**src/hw/pdrc_pkg.sv**
```systemverilog
// Shared constants and types of the MAC reset and start-of-packet
// interrupt control block.
// Assumes a 20 MHz system clock and an AXI4-Lite register bus.
package pdrc_pkg;

  // Bus widths.
  localparam int ADDR_W = 16;
  localparam int DATA_W = 32;
  localparam int IDX_W = 14;

  // Register indices; the byte address is four times the index.
  localparam logic [IDX_W-1:0] IDX_SOP_EN = 14'h1a8a;
  localparam logic [IDX_W-1:0] IDX_RST_CTL = 14'h1a8b;
  localparam logic [IDX_W-1:0] IDX_SOP_FLAGS = 14'h1a8c;
  localparam logic [IDX_W-1:0] IDX_SOP_CLR = 14'h1a8d;
  localparam logic [IDX_W-1:0] IDX_TRANSMIT_CONTROL_FSM = 14'h1a8e;

  // Field layout.
  localparam int SOP_W = 5;
  localparam int TX_W = 4;
  localparam int RST_FULL_BIT = 7;
  localparam int RST_CODEC_BIT = 6;
  localparam int RST_PROTO_BIT = 0;
  localparam int TX_GO_BIT = 0;
  localparam int TX_HARD_BIT = 1;
  localparam int TX_CABLE_BIT = 2;
  localparam int TX_FWARN_BIT = 3;
  localparam int TX_HRD_EN_BIT = 4;

  // Reset values.
  localparam logic [SOP_W-1:0] SOP_RST = 5'h00;
  localparam logic [TX_W-1:0] TX_RST = 4'h0;
  localparam logic [7:0] BYTE_ZERO = 8'h00;

  // Bus responses.
  localparam logic [1:0] RESP_OKAY = 2'h0;
  localparam logic [1:0] RESP_SLVERR = 2'h2;

  // Signals driven by the bus master.
  typedef struct packed {
    logic awvalid;
    logic [ADDR_W-1:0] awaddr;
    logic wvalid;
    logic [DATA_W-1:0] wdata;
    logic [3:0] wstrb;
    logic bready;
    logic arvalid;
    logic [ADDR_W-1:0] araddr;
    logic rready;
  } pdrc_axil_req_t;

  // Signals driven by this slave.
  typedef struct packed {
    logic awready;
    logic wready;
    logic bvalid;
    logic [1:0] bresp;
    logic arready;
    logic rvalid;
    logic [DATA_W-1:0] rdata;
    logic [1:0] rresp;
  } pdrc_axil_rsp_t;

  // One committed register write.
  typedef struct packed {
    logic en;
    logic be;
    logic [IDX_W-1:0] idx;
    logic [7:0] data;
  } pdrc_wr_t;

  // State of the bus front end.
  typedef struct packed {
    logic aw_seen;
    logic w_seen;
    logic be;
    logic [IDX_W-1:0] idx;
    logic [7:0] data;
    logic bvalid;
    logic [1:0] bresp;
    logic rvalid;
    logic [DATA_W-1:0] rdata;
    logic [1:0] rresp;
  } pdrc_port_t;

  // State of the control core.
  typedef struct packed {
    logic [SOP_W-1:0] en;
    logic [SOP_W-1:0] flags;
    logic full;
    logic codec;
    logic proto;
    logic [TX_W-1:0] tx;
    logic hrd_en;
    logic irq;
  } pdrc_core_t;

  // Word index of a byte address.
  function automatic logic [IDX_W-1:0] pdrc_idx(
    input logic [ADDR_W-1:0] addr
  );
    return addr[ADDR_W-1:2];
  endfunction : pdrc_idx

  // True for an index that maps to a register.
  function automatic logic pdrc_hit(input logic [IDX_W-1:0] idx);
    return (idx == IDX_SOP_EN) || (idx == IDX_RST_CTL) ||
      (idx == IDX_SOP_FLAGS) || (idx == IDX_SOP_CLR) ||
      (idx == IDX_TRANSMIT_CONTROL_FSM);
  endfunction : pdrc_hit

endpackage : pdrc_pkg

```
**src/hw/pdrc_axil_port.sv**
```systemverilog
// AXI4-Lite slave front end of the reset and interrupt control block.
// Assumes a master on the same clock; the core answers reads at once.
`timescale 1ns/1ps
module pdrc_axil_port
  import pdrc_pkg::*;
(
  input wire logic clock,
  input wire logic rst_b,
  input wire pdrc_axil_req_t bus_req,
  output pdrc_axil_rsp_t bus_rsp,
  output pdrc_wr_t wr,
  output logic [IDX_W-1:0] rd_idx,
  input wire logic [7:0] rd_data
);

  pdrc_port_t s_q;
  pdrc_port_t s_d;

  // Ready and answer signals follow the registered state only.
  always_comb
  begin
    bus_rsp.awready = !s_q.aw_seen && !s_q.bvalid;
    bus_rsp.wready = !s_q.w_seen && !s_q.bvalid;
    bus_rsp.bvalid = s_q.bvalid;
    bus_rsp.bresp = s_q.bresp;
    bus_rsp.arready = !s_q.rvalid;
    bus_rsp.rvalid = s_q.rvalid;
    bus_rsp.rdata = s_q.rdata;
    bus_rsp.rresp = s_q.rresp;
    rd_idx = pdrc_idx(bus_req.araddr);
  end

  // Address and data are taken in any order; the write commits once
  // both are held, and the response is raised in the same edge.
  always_comb
  begin
    s_d = s_q;
    wr = '0;
    if (s_q.bvalid && bus_req.bready)
    begin
      s_d.bvalid = 1'b0;
    end
    if (bus_rsp.awready && bus_req.awvalid)
    begin
      s_d.aw_seen = 1'b1;
      s_d.idx = pdrc_idx(bus_req.awaddr);
    end
    if (bus_rsp.wready && bus_req.wvalid)
    begin
      s_d.w_seen = 1'b1;
      s_d.data = bus_req.wdata[7:0];
      s_d.be = bus_req.wstrb[0];
    end
    if (s_q.aw_seen && s_q.w_seen)
    begin
      wr.en = pdrc_hit(s_q.idx);
      wr.be = s_q.be;
      wr.idx = s_q.idx;
      wr.data = s_q.data;
      s_d.aw_seen = 1'b0;
      s_d.w_seen = 1'b0;
      s_d.bvalid = 1'b1;
      s_d.bresp = pdrc_hit(s_q.idx) ? RESP_OKAY : RESP_SLVERR;
    end
    // A read is answered in the same edge that takes it.
    if (s_q.rvalid && bus_req.rready)
    begin
      s_d.rvalid = 1'b0;
    end
    if (bus_rsp.arready && bus_req.arvalid)
    begin
      s_d.rvalid = 1'b1;
      s_d.rdata = {24'h00_0000, rd_data};
      s_d.rresp = pdrc_hit(rd_idx) ? RESP_OKAY : RESP_SLVERR;
    end
  end

  // State register.
  always_ff @(posedge clock or negedge rst_b)
  begin
    if (!rst_b)
    begin
      s_q <= '0;
    end
    else
    begin
      s_q <= s_d;
    end
  end

endmodule : pdrc_axil_port

```
**src/hw/pdrc_reset_sop_ctrl.sv**
```systemverilog
// Top of the MAC reset control and start-of-packet interrupt block.
// Assumes start-of-packet event pulses from receive logic on the same
// clock, and that the MAC logic around it obeys the reset levels.
//
// Local design decision: the AXI4-Lite slave port.
`timescale 1ns/1ps

module pdrc_reset_sop_ctrl
  import pdrc_pkg::*;
(
  input wire logic clock,
  input wire logic rst_b,
  input wire pdrc_axil_req_t bus_req,
  output pdrc_axil_rsp_t bus_rsp,
  input wire logic [SOP_W-1:0] sop_event,
  output logic irq,
  output logic mac_soft_rst,
  output logic codec_soft_rst,
  output logic protocol_soft_rst,
  output logic tx_launch,
  output logic tx_hard_rst_req,
  output logic tx_cable_rst_req,
  output logic fast_warning_transmit_enable,
  output logic hard_rst_detect_en
);

  pdrc_core_t s_q;
  pdrc_core_t s_d;
  pdrc_wr_t wr;
  logic [IDX_W-1:0] rd_idx;
  logic [7:0] rd_data;
  logic [SOP_W-1:0] clr;

  // Bus slave front end.
  pdrc_axil_port u_port (
    .clock(clock),
    .rst_b(rst_b),
    .bus_req(bus_req),
    .bus_rsp(bus_rsp),
    .wr(wr),
    .rd_idx(rd_idx),
    .rd_data(rd_data)
  );

  // Read view; reserved bits and the clear register read as zero.
  always_comb
  begin
    rd_data = BYTE_ZERO;
    unique case (rd_idx)
      IDX_SOP_EN: rd_data[SOP_W-1:0] = s_q.en;
      IDX_RST_CTL:
      begin
        rd_data[RST_FULL_BIT] = s_q.full;
        rd_data[RST_CODEC_BIT] = s_q.codec;
        rd_data[RST_PROTO_BIT] = s_q.proto;
      end
      IDX_SOP_FLAGS: rd_data[SOP_W-1:0] = s_q.flags;
      IDX_TRANSMIT_CONTROL_FSM:
      begin
        rd_data[TX_W-1:0] = s_q.tx;
        rd_data[TX_HRD_EN_BIT] = s_q.hrd_en;
      end
      default: rd_data = BYTE_ZERO;
    endcase
  end

  // Next state: register writes, sticky flags and the reset holds.
  always_comb
  begin
    s_d = s_q;
    clr = SOP_RST;
    if (wr.en && wr.be)
    begin
      unique case (wr.idx)
        IDX_SOP_EN: s_d.en = wr.data[SOP_W-1:0];
        IDX_RST_CTL:
        begin
          s_d.full = wr.data[RST_FULL_BIT];
          s_d.codec = wr.data[RST_CODEC_BIT];
          s_d.proto = wr.data[RST_PROTO_BIT];
        end
        IDX_SOP_CLR: clr = wr.data[SOP_W-1:0];
        IDX_TRANSMIT_CONTROL_FSM:
        begin
          s_d.tx = wr.data[TX_W-1:0];
          s_d.hrd_en = wr.data[TX_HRD_EN_BIT];
        end
        default: s_d = s_q;
      endcase
    end
    // An event in the clearing cycle wins; enables do not gate it.
    s_d.flags = (s_q.flags & ~clr) | sop_event;
    // Transmit requests stay cleared while the protocol reset is
    // held; the detection enable is left alone.
    if (s_q.proto)
    begin
      s_d.tx = TX_RST;
    end
    // Full reset holds everything but its own bit at power-on values.
    if (s_q.full)
    begin
      s_d.en = SOP_RST;
      s_d.flags = SOP_RST;
      s_d.codec = 1'b0;
      s_d.proto = 1'b0;
      s_d.tx = TX_RST;
      s_d.hrd_en = 1'b0;
    end
    s_d.irq = |(s_d.flags & s_d.en);
  end

  // State register; the pin or a reset register write clears the full reset bit.
  always_ff @(posedge clock or negedge rst_b)
  begin
    if (!rst_b)
    begin
      s_q <= '0;
    end
    else
    begin
      s_q <= s_d;
    end
  end

  // Reset levels to the rest of the MAC. The codec reset stays apart
  // from the protocol reset, so the codec keeps running through it.
  assign mac_soft_rst = s_q.full;
  assign codec_soft_rst = s_q.codec | s_q.full;
  assign protocol_soft_rst = s_q.proto | s_q.full;

  // Transmit request bits and receiver detection enable.
  assign tx_launch = s_q.tx[TX_GO_BIT];
  assign tx_hard_rst_req = s_q.tx[TX_HARD_BIT];
  assign tx_cable_rst_req = s_q.tx[TX_CABLE_BIT];
  assign fast_warning_transmit_enable = s_q.tx[TX_FWARN_BIT];
  assign hard_rst_detect_en = s_q.hrd_en;
  assign irq = s_q.irq;

  // Helper terms for the checks below.
  logic wr_en_reg;
  logic wr_rst_reg;
  logic wr_tx_reg;
  assign wr_en_reg = wr.en && wr.be && (wr.idx == IDX_SOP_EN);
  assign wr_rst_reg = wr.en && wr.be && (wr.idx == IDX_RST_CTL);
  assign wr_tx_reg = wr.en && wr.be && (wr.idx == IDX_TRANSMIT_CONTROL_FSM);
  logic wr_clr_reg;
  assign wr_clr_reg = wr.en && wr.be && (wr.idx == IDX_SOP_CLR);

  // Enable writes land in five bits when not held in reset.
  property p_en_write;
    @(posedge clock) disable iff (!rst_b)
    wr_en_reg && !s_q.full |=> s_q.en == $past(wr.data[SOP_W-1:0]);
  endproperty
  a_en_write: assert property (p_en_write)
    else $error("Enable write not stored.");

  // An event sets its flag whatever the enable says.
  property p_flag_set;
    @(posedge clock) disable iff (!rst_b)
    (sop_event != SOP_RST) && !s_q.full
      |=> (s_q.flags & $past(sop_event)) == $past(sop_event);
  endproperty
  a_flag_set: assert property (p_flag_set)
    else $error("Event flag not set.");

  // No interrupt without an enabled pending flag, one edge later.
  property p_irq_gate;
    @(posedge clock) disable iff (!rst_b)
    ((s_q.flags & s_q.en) == SOP_RST) ##1 ((s_q.flags & s_q.en)
      == SOP_RST) |-> !irq;
  endproperty
  a_irq_gate: assert property (p_irq_gate)
    else $error("Interrupt raised while masked.");

  // Enables and interrupt are clear right after reset release.
  property p_por_clear;
    @(posedge clock) disable iff (!rst_b)
    $rose(rst_b) |-> (s_q.en == SOP_RST) && !irq;
  endproperty
  a_por_clear: assert property (p_por_clear)
    else $error("Enables not clear after reset.");

  // Full reset wipes enables and flags one edge on.
  property p_full_wipe;
    @(posedge clock) disable iff (!rst_b)
    s_q.full ##1 s_q.full |-> (s_q.en == SOP_RST) &&
      (s_q.flags == SOP_RST) && mac_soft_rst && protocol_soft_rst;
  endproperty
  a_full_wipe: assert property (p_full_wipe)
    else $error("Full reset did not clear state.");

  // The full reset bit falls only on a reset register write.
  property p_full_keep;
    @(posedge clock) disable iff (!rst_b)
    s_q.full && !wr_rst_reg |=> s_q.full;
  endproperty
  a_full_keep: assert property (p_full_keep)
    else $error("Full reset bit cleared itself.");

  // Codec reset follows its bit and leaves protocol logic running.
  property p_codec;
    @(posedge clock) disable iff (!rst_b)
    s_q.codec && !s_q.proto && !s_q.full
      |-> codec_soft_rst && !protocol_soft_rst;
  endproperty
  a_codec: assert property (p_codec)
    else $error("Codec reset level wrong.");

  // Detection enable survives a held protocol reset.
  property p_detect_keep;
    @(posedge clock) disable iff (!rst_b)
    s_q.proto && !s_q.full && !wr_tx_reg |=> $stable(s_q.hrd_en);
  endproperty
  a_detect_keep: assert property (p_detect_keep)
    else $error("Detection enable lost.");

  // Transmit requests are clear one edge into a protocol reset.
  property p_tx_clear;
    @(posedge clock) disable iff (!rst_b)
    s_q.proto |=> (s_q.tx == TX_RST) && !tx_launch;
  endproperty
  a_tx_clear: assert property (p_tx_clear)
    else $error("Transmit bits not cleared.");

  // Protocol reset leaves enables and flags alone.
  property p_proto_spare;
    @(posedge clock) disable iff (!rst_b)
    s_q.proto && !s_q.full && !wr.en && (sop_event == SOP_RST)
      |=> $stable(s_q.en) && $stable(s_q.flags);
  endproperty
  a_proto_spare: assert property (p_proto_spare)
    else $error("Protocol reset touched registers.");

  // Protocol reset alone never resets the codec.
  property p_codec_spare;
    @(posedge clock) disable iff (!rst_b)
    s_q.proto && !s_q.codec && !s_q.full |-> !codec_soft_rst;
  endproperty
  a_codec_spare: assert property (p_codec_spare)
    else $error("Protocol reset reached the codec.");

  // The protocol reset level drops as soon as its bit is cleared.
  property p_proto_release;
    @(posedge clock) disable iff (!rst_b)
    $fell(s_q.proto) && !s_q.full |-> !protocol_soft_rst;
  endproperty
  a_proto_release: assert property (p_proto_release)
    else $error("Protocol reset held too long.");

  // Reserved enable bits always read back as zero.
  property p_en_reserved;
    @(posedge clock) disable iff (!rst_b)
    rd_idx == IDX_SOP_EN |-> rd_data[7:SOP_W] == 3'b000;
  endproperty
  a_en_reserved: assert property (p_en_reserved)
    else $error("Reserved enable bits not zero.");

  // A pending flag whose enable is set drives the interrupt.
  property p_irq_raise;
    @(posedge clock) disable iff (!rst_b)
    (s_q.flags & s_q.en) != SOP_RST |-> irq;
  endproperty
  a_irq_raise: assert property (p_irq_raise)
    else $error("Enabled flag gave no interrupt.");

  // Flags are sticky unless cleared or wiped by the full reset.
  property p_flag_sticky;
    @(posedge clock) disable iff (!rst_b)
    !s_q.full && !wr_clr_reg |=> (s_q.flags & $past(s_q.flags))
      == $past(s_q.flags);
  endproperty
  a_flag_sticky: assert property (p_flag_sticky)
    else $error("Event flag lost without a clear.");

  // The full reset drives every reset level of the MAC.
  property p_full_levels;
    @(posedge clock) disable iff (!rst_b)
    s_q.full |-> mac_soft_rst && codec_soft_rst && protocol_soft_rst;
  endproperty
  a_full_levels: assert property (p_full_levels)
    else $error("Full reset levels missing.");

  // Full reset clears the transmit bits and detection one edge on.
  property p_detect_wipe;
    @(posedge clock) disable iff (!rst_b)
    s_q.full |=> !hard_rst_detect_en && (s_q.tx == TX_RST);
  endproperty
  a_detect_wipe: assert property (p_detect_wipe)
    else $error("Full reset left transmit state.");

  // The codec reset level drops as soon as its bit is cleared.
  property p_codec_release;
    @(posedge clock) disable iff (!rst_b)
    $fell(s_q.codec) && !s_q.full |-> !codec_soft_rst;
  endproperty
  a_codec_release: assert property (p_codec_release)
    else $error("Codec reset held too long.");

  // The MAC reset level drops as soon as the full bit is cleared.
  property p_full_release;
    @(posedge clock) disable iff (!rst_b)
    $fell(s_q.full) |-> !mac_soft_rst;
  endproperty
  a_full_release: assert property (p_full_release)
    else $error("MAC reset held too long.");

  // Main scenarios.
  property p_cov_irq;
    @(posedge clock) disable iff (!rst_b)
    $rose(irq);
  endproperty
  c_cov_irq: cover property (p_cov_irq);

  property p_cov_full;
    @(posedge clock) disable iff (!rst_b)
    $fell(s_q.full);
  endproperty
  c_cov_full: cover property (p_cov_full);

  property p_cov_proto;
    @(posedge clock) disable iff (!rst_b)
    s_q.proto && s_q.hrd_en;
  endproperty
  c_cov_proto: cover property (p_cov_proto);

  property p_cov_race;
    @(posedge clock) disable iff (!rst_b)
    ((clr & sop_event) != SOP_RST);
  endproperty
  c_cov_race: cover property (p_cov_race);

  property p_cov_codec;
    @(posedge clock) disable iff (!rst_b)
    s_q.codec && !s_q.full;
  endproperty
  c_cov_codec: cover property (p_cov_codec);

endmodule : pdrc_reset_sop_ctrl

```
**config.mk**
```make
export PLATFORM = sky130hd
export DESIGN_NAME = pdrc_reset_sop_ctrl
export DESIGN_NICKNAME = d
export VERILOG_FILES = /design/src/hw/pdrc_pkg.sv /design/src/hw/pdrc_axil_port.sv /design/src/hw/pdrc_reset_sop_ctrl.sv
export SDC_FILE = /design/constraint.sdc
export NUM_CORES = 1
export LEC_CHECK = 0
export BUFFER_PORTS_ARGS = -buffer_cell sky130_fd_sc_hd__buf_2
export CAP_MARGIN = 20
export CELL_PAD_IN_SITES_DETAIL_PLACEMENT = 0
export CELL_PAD_IN_SITES_GLOBAL_PLACEMENT = 1
export CORE_MARGIN = 5
export CORE_UTILIZATION = 35
export CTS_BUF_LIST = sky130_fd_sc_hd__clkbuf_16
export DETAILED_ROUTE_END_ITERATION = 12
export PLACE_DENSITY_LB_ADDON = 0.1
export SLEW_MARGIN = 10
export SYNTH_ARGS = -nofsm -noshare
export SYNTH_HDL_FRONTEND = slang
export SYNTH_SLANG_ARGS = --single-unit
```
**constraint.sdc**
```tcl
create_clock -name clock -period 2.9 [get_ports clock]
set_clock_uncertainty 0.2 [all_clocks]
set_input_delay 0.29 -clock clock [delete_from_list [all_inputs] [get_ports clock]]
set_output_delay 0.29 -clock clock [all_outputs]
set_load 0.05 [all_outputs]
```
==> out/metrics.yaml, run 1 <==
syn_area_per_cell_um2: 11.06
slew_violations: 0
firstDrtPassIters: 4
dpl_cell_area_um2: 3022
pin_count: 130
ctsLongestPathBuffers: 2
ctsResizeCount: 0
vias: 1886
wl_per_cell_um: 14.49
gp_congestion: 0.7591
power.density_nw_per_um2: 757.6
dp_hpwl_um: 4595
rsz0062_at_grt: "no"
drc: 0
cts_tree: "yes"
clkSinkCount: 54
synth_cells: 249
start_util: 0.3584
internal_power_w: 0.001613
finalCritPeriodShare: 0.9287
cts_made_buffers: 5
grt_use_met3: 0.03114
ir_drop_mv: 0.4953
p_switching_w: 0.0008161
design_area_um2: 3207
antennaDiodeCount: 0
setup_ws_ns: 0.2067
max_slew.worst_pin.slew_ns: 0.6984
antenna_found_initial: 0
crit_fanout: 5
drive_above_1_share: 0.3722
grt_max_degree: 55
worstSkewPairLatency_ns: 0.29
coreArea_um2: 7687
rows: 32
ys.warnings.count: 0
arrival_ns: 2.62
pwr-share-comb: 0.272
power.sequential.fraction: 0.454
die_w_um: 98.73
track_usage: 0.1247
h-tree-depth: 2
die_y_um: 98.73
grt_pass1_wl_um: 9749
outcome: "finished, final reports clean"
grtUsageMet1: 0.1744
p_clk_frac: 0.273
nets: 388
gr-total-overflow: 0
postCtsSetupBuffers: 0
yosysSeqAreaShare: 0.4905
setup_viol: 0
syn_area_um2: 2755
synthArstFlopShare: 1.000
period_minus_slack_ns: 2.693
first_global_vias: 1848
swShare: 0.3359
setup_tns_ns: 0
clkTransAtPathRegs_ns: 0.07
worstSetupStartpointType: "flip-flop"
dpl.cell_count: 401
post-place-ws_ns: 0.2258
required_ns: 2.82
finalWirelength_um: 5955
p_leak_nw: 1.625
ys_types: 43
ys_seq_elements: 54
max_freq_ghz: 0.3713
drt-initial-drc-count: 35
synth_ff_type: "dfrtp_1"
routed_via_density: 4.589
fin_cells: 411
crit_type: "flip-flop to flip-flop"
ant_nets: 0
gr-max-usage-layer: "met2"
hold_violations: 0
port-buffer-count: 70
grt_use_met2: 0.1940
hp-class: "input port to flip-flop"
clockRootBuffer: "clkbuf_16"
syn2layout_area_growth_pct: 16.39
synth_edf_count: 0
crit_path_end_kind: "flip-flop"
cap_viol_max_count: 0
whs_ns: 0.009325
timing.slew.headroom: 0.5344
die_area_um2: 9747
==> stage by stage <==
stage	total power [W]	util
floorplan	0.001657	-
global placement	0.001786	0.3931
detailed placement	0.001796	0.3931
CTS	0.002477	0.4172
global route	0.002581	0.4172
finish	0.002429	0.4172
==> power by group through the flow <==
stage	clock [W]	sequential, W	combinational [W]
2_1_floorplan	0	0.00106	0.000592
3_3_place_gp	0	0.00112	0.000662
3_5_place_dp	0	0.00113	0.000671
4_1_cts	0.000691	0.00111	0.000676
5_1_grt	0.000718	0.00114	0.000726
6_report	0.000664	0.00110	0.000662
==> cell type report <==
| cell class | count | area (um2) |
|---|---|---|
| well taps | 102 | 127.6 |
| repair buffers | 74 | 385.4 |
| clock buffers | 5 | 125.1 |
| multi-input cells | 167 | 1155 |
| clock inverters | 3 | 40.04 |
| fillers | 792 | 4481 |
| inverters | 6 | 22.52 |
| flip-flops and latches | 54 | 1351 |
==> final timing paths <==
kind	from	cells past startpoint	to	slack, ns
worst max-delay path	u_port.s_q[50]	6	irq	0.21
worst min-delay path	bus_req[70]	3	u_port.s_q[58]	0.009
worst max register to register	u_port.s_q[50]	6	irq	0.21
worst min register to register	u_port.bus_rsp[1]	2	u_port.bus_rsp[1]	0.27
max in group asynchronous	rst_b	3	s_q[6]	1.57
min in group asynchronous	rst_b	3	fast_warning_transmit_enable	0.47
==> cell usage after synthesis (all sizes together) (3+ instances only) <==
library cell  number  share of area
a21o               4          0.011
a21oi              5          0.010
a22o              10          0.032
a22oi              3          0.010
and2               4         0.0091
buf               41           0.11
clkbuf             7         0.0095
dfrtp             54           0.49
inv                6         0.0082
mux2              26           0.11
mux2i              8          0.029
nand2             12          0.016
nand3              5         0.0091
nand3b             3         0.0082
nand4              3         0.0068
nor2              17          0.023
nor2b              7          0.016
nor4               4          0.017
o21ai             10          0.018
==> flip-flops by register name, indices dropped and copies added, names as in the netlist <==
signal	count
fast_warning_transmit_enable	1
u_port.s_q	24
mac_soft_rst	1
tx_hard_rst_req	1
hard_rst_detect_en	1
irq	1
s_q	12
tx_cable_rst_req	1
tx_launch	1
u_port.bus_rsp	11
==> cells by family (layout without fill, tap and decap cells) <==
kind of cell,after synthesis,in the layout,synth area share
simple gates,67,67,0.1453
flops,54,54,0.4905
buf+inv,54,88,0.1258
compound gates,39,39,0.1017
mux,34,34,0.1353
other cells,1,27,0.001361
==> critical path, stage by stage, from the launching register on <==
cell      delay (ns)
dfrtp_1         0.38
or4_4           0.58
or4_4           0.58
nor2_1          0.12
mux2_1          0.35
a22oi_1         0.16
o311ai_1        0.16
==> what timing repair did <==
item	4_1_cts	5_1_grt
setup endpoints to repair	0	0
hold endpoints to repair	55	0
hold buffers	2	0
==> per-layer routing <==
metal,vias to the layer above,part of all wire
met2,59,0.47
li1,928,-
met3,5,0.059
met5,-,0
met4,0,0.0082
met1,894,0.47
==> cells in the final DEF, fill, tap and decap left out, drive strengths merged, types with 3 or more instances in the layout <==
cell / n
clkbuf: 5
a21oi: 5
o21ai: 10
mux2i: 8
a22o: 10
nand4: 3
inv: 6
conb: 27
nor2b: 7
dfrtp: 54
nand2: 12
nand3b: 3
nor2: 17
and2: 4
mux2: 26
nor4: 4
nand3: 5
a22oi: 3
a21o: 4
buf: 72
(Power assumes the default switching activity.)
==> run 2: changes to the inputs <==
clock period = 2.75 ns   (was 2.9 ns; I/O delays follow)
==> out/metrics.yaml, run 2 (synthesized netlist as in run 1, its figures left out) <==
worstSetupStartpointType: "flip-flop"
drc: 0
dr_wl_met2_um: 2809
track_usage: 0.1238
die_area_um2: 9747
crit_path_end_kind: "flip-flop"
worstSkewPairLatency_ns: 0.29
cts_made_buffers: 5
grt_max_degree: 22
syn2layout_area_growth_pct: 17.76
pin_count: 130
wl_met3_um: 411
cap_viol_max_count: 0
setup_tns_ns: 0
routed_via_density: 4.588
die_w_um: 98.73
fillers: 786
final_cell_mix: "buf_2, dfrtp_1, conb_1"
p_leak_nw: 1.635
rsz0062_at_grt: "no"
hp-class: "input port to flip-flop"
cts_tree: "yes"
gr-total-overflow: 0
arrival_ns: 2.58
vias: 1904
grt_pass1_wl_um: 9646
rows: 32
ctsResizeCount: 0
h-tree-depth: 2
clockRootBuffer: "clkbuf_16"
period_minus_slack_ns: 2.642
dpl.cell_count: 404
drt-initial-drc-count: 70
outcome: "finished, final reports clean"
top_layer: "met4"
max_freq_ghz: 0.3785
clkTransAtPathRegs_ns: 0.07
largest_register: "u_port.s_q"
ant_nets: 0
first_global_vias: 1912
antennaDiodeCount: 0
hold_violations: 0
mostFrequentLayoutCell: "buf_2"
whs_ns: 0.009622
finalWirelength_um: 6071
wl_per_cell_um: 14.63
power.density_nw_per_um2: 800.7
drive_above_1_share: 0.3770
die_y_um: 98.73
ir_drop_mv: 0.4871
fin_cells: 415
crit_fanout: 3
gp_congestion: 0.7623
clkSinkCount: 54
slew_violations: 0
firstDrtPassIters: 4
dp_hpwl_um: 4740
required_ns: 2.68
antenna_found_initial: 0
nets: 392
coreArea_um2: 7687
met1_length_um: 2777
max_slew.worst_pin.slew_ns: 0.6532
ctsLongestPathBuffers: 2
setup_viol: 0
port-buffer-count: 70
finalCritPeriodShare: 0.9608
total_power_w: 0.002598
timing.slew.headroom: 0.5645
crit_type: "flip-flop to flip-flop"
start_util: 0.3584
largest_reg_flops: 24
==> run 2: metrics by stage <==
step | utilization | area (um2) | setup WS [ns]
4_1_cts | 0.4220 | 3244 | 0.1209
3_3_place_gp | 0.3960 | 3044 | 0.1224
6_report | 0.4220 | 3244 | 0.1077
3_5_place_dp | 0.3960 | 3044 | 0.1351
5_1_grt | 0.4220 | 3244 | 0.04295
2_1_floorplan | - | 2853 | 0.1684
==> run 2: final timing paths <==
path / start / to / slack [ns] / depth (start not counted)
worst max-delay path: u_port.s_q[50] / irq / 0.11 / 6
worst min-delay path: bus_req[24] / u_port.s_q[39] / 0.01 / 2
worst max register to register: u_port.s_q[50] / irq / 0.11 / 6
worst min register to register: u_port.bus_rsp[2] / u_port.bus_rsp[2] / 0.28 / 2
max in group asynchronous: rst_b / u_port.s_q[56] / 1.46 / 3
min in group asynchronous: rst_b / u_port.bus_rsp[1] / 0.27 / 2
==> run 2: power by group <==
part	switching (W)	total (W)	leakage [nW]	internal, W
Clock	0.000295	0.000725	0.0760	0.000430
Sequential	0.000178	0.00117	0.665	0.000987
Combinational	0.000417	0.000707	0.894	0.000290
Total	0.000890	0.00260	1.64	0.00171
==> run 2: metal layers <==
metal,track usage,up-vias
met3,0.02831,7
met5,0,-
met1,0.1692,901
li1,-,934
met4,0.03782,0
met2,0.1960,62
==> run 2: area by class of cell <==
cell class	instances	area, um2	area share
inverters	6	22.52	0.006942
clock inverters	3	45.04	0.01388
flip-flops and latches	54	1351	0.4165
multi-input cells	167	1155	0.3560
repair buffers	78	417.9	0.1288
well taps	102	127.6	0.03934
clock buffers	5	125.1	0.03857
==> run 2: repair_timing <==
| item | in CTS | in global routing |
|---|---|---|
| endpoints found under the hold margin | 21 | 0 |
| buffers inserted | 0 | 0 |
| hold buffers | 3 | 0 |
==> run 2: critical path: stages, from the launching register on <==
cell	delay, ns
dfrtp_1	0.38
or4_4	0.58
or4_4	0.53
nor2_1	0.12
mux2_1	0.35
a22oi_1	0.16
o311ai_1	0.16
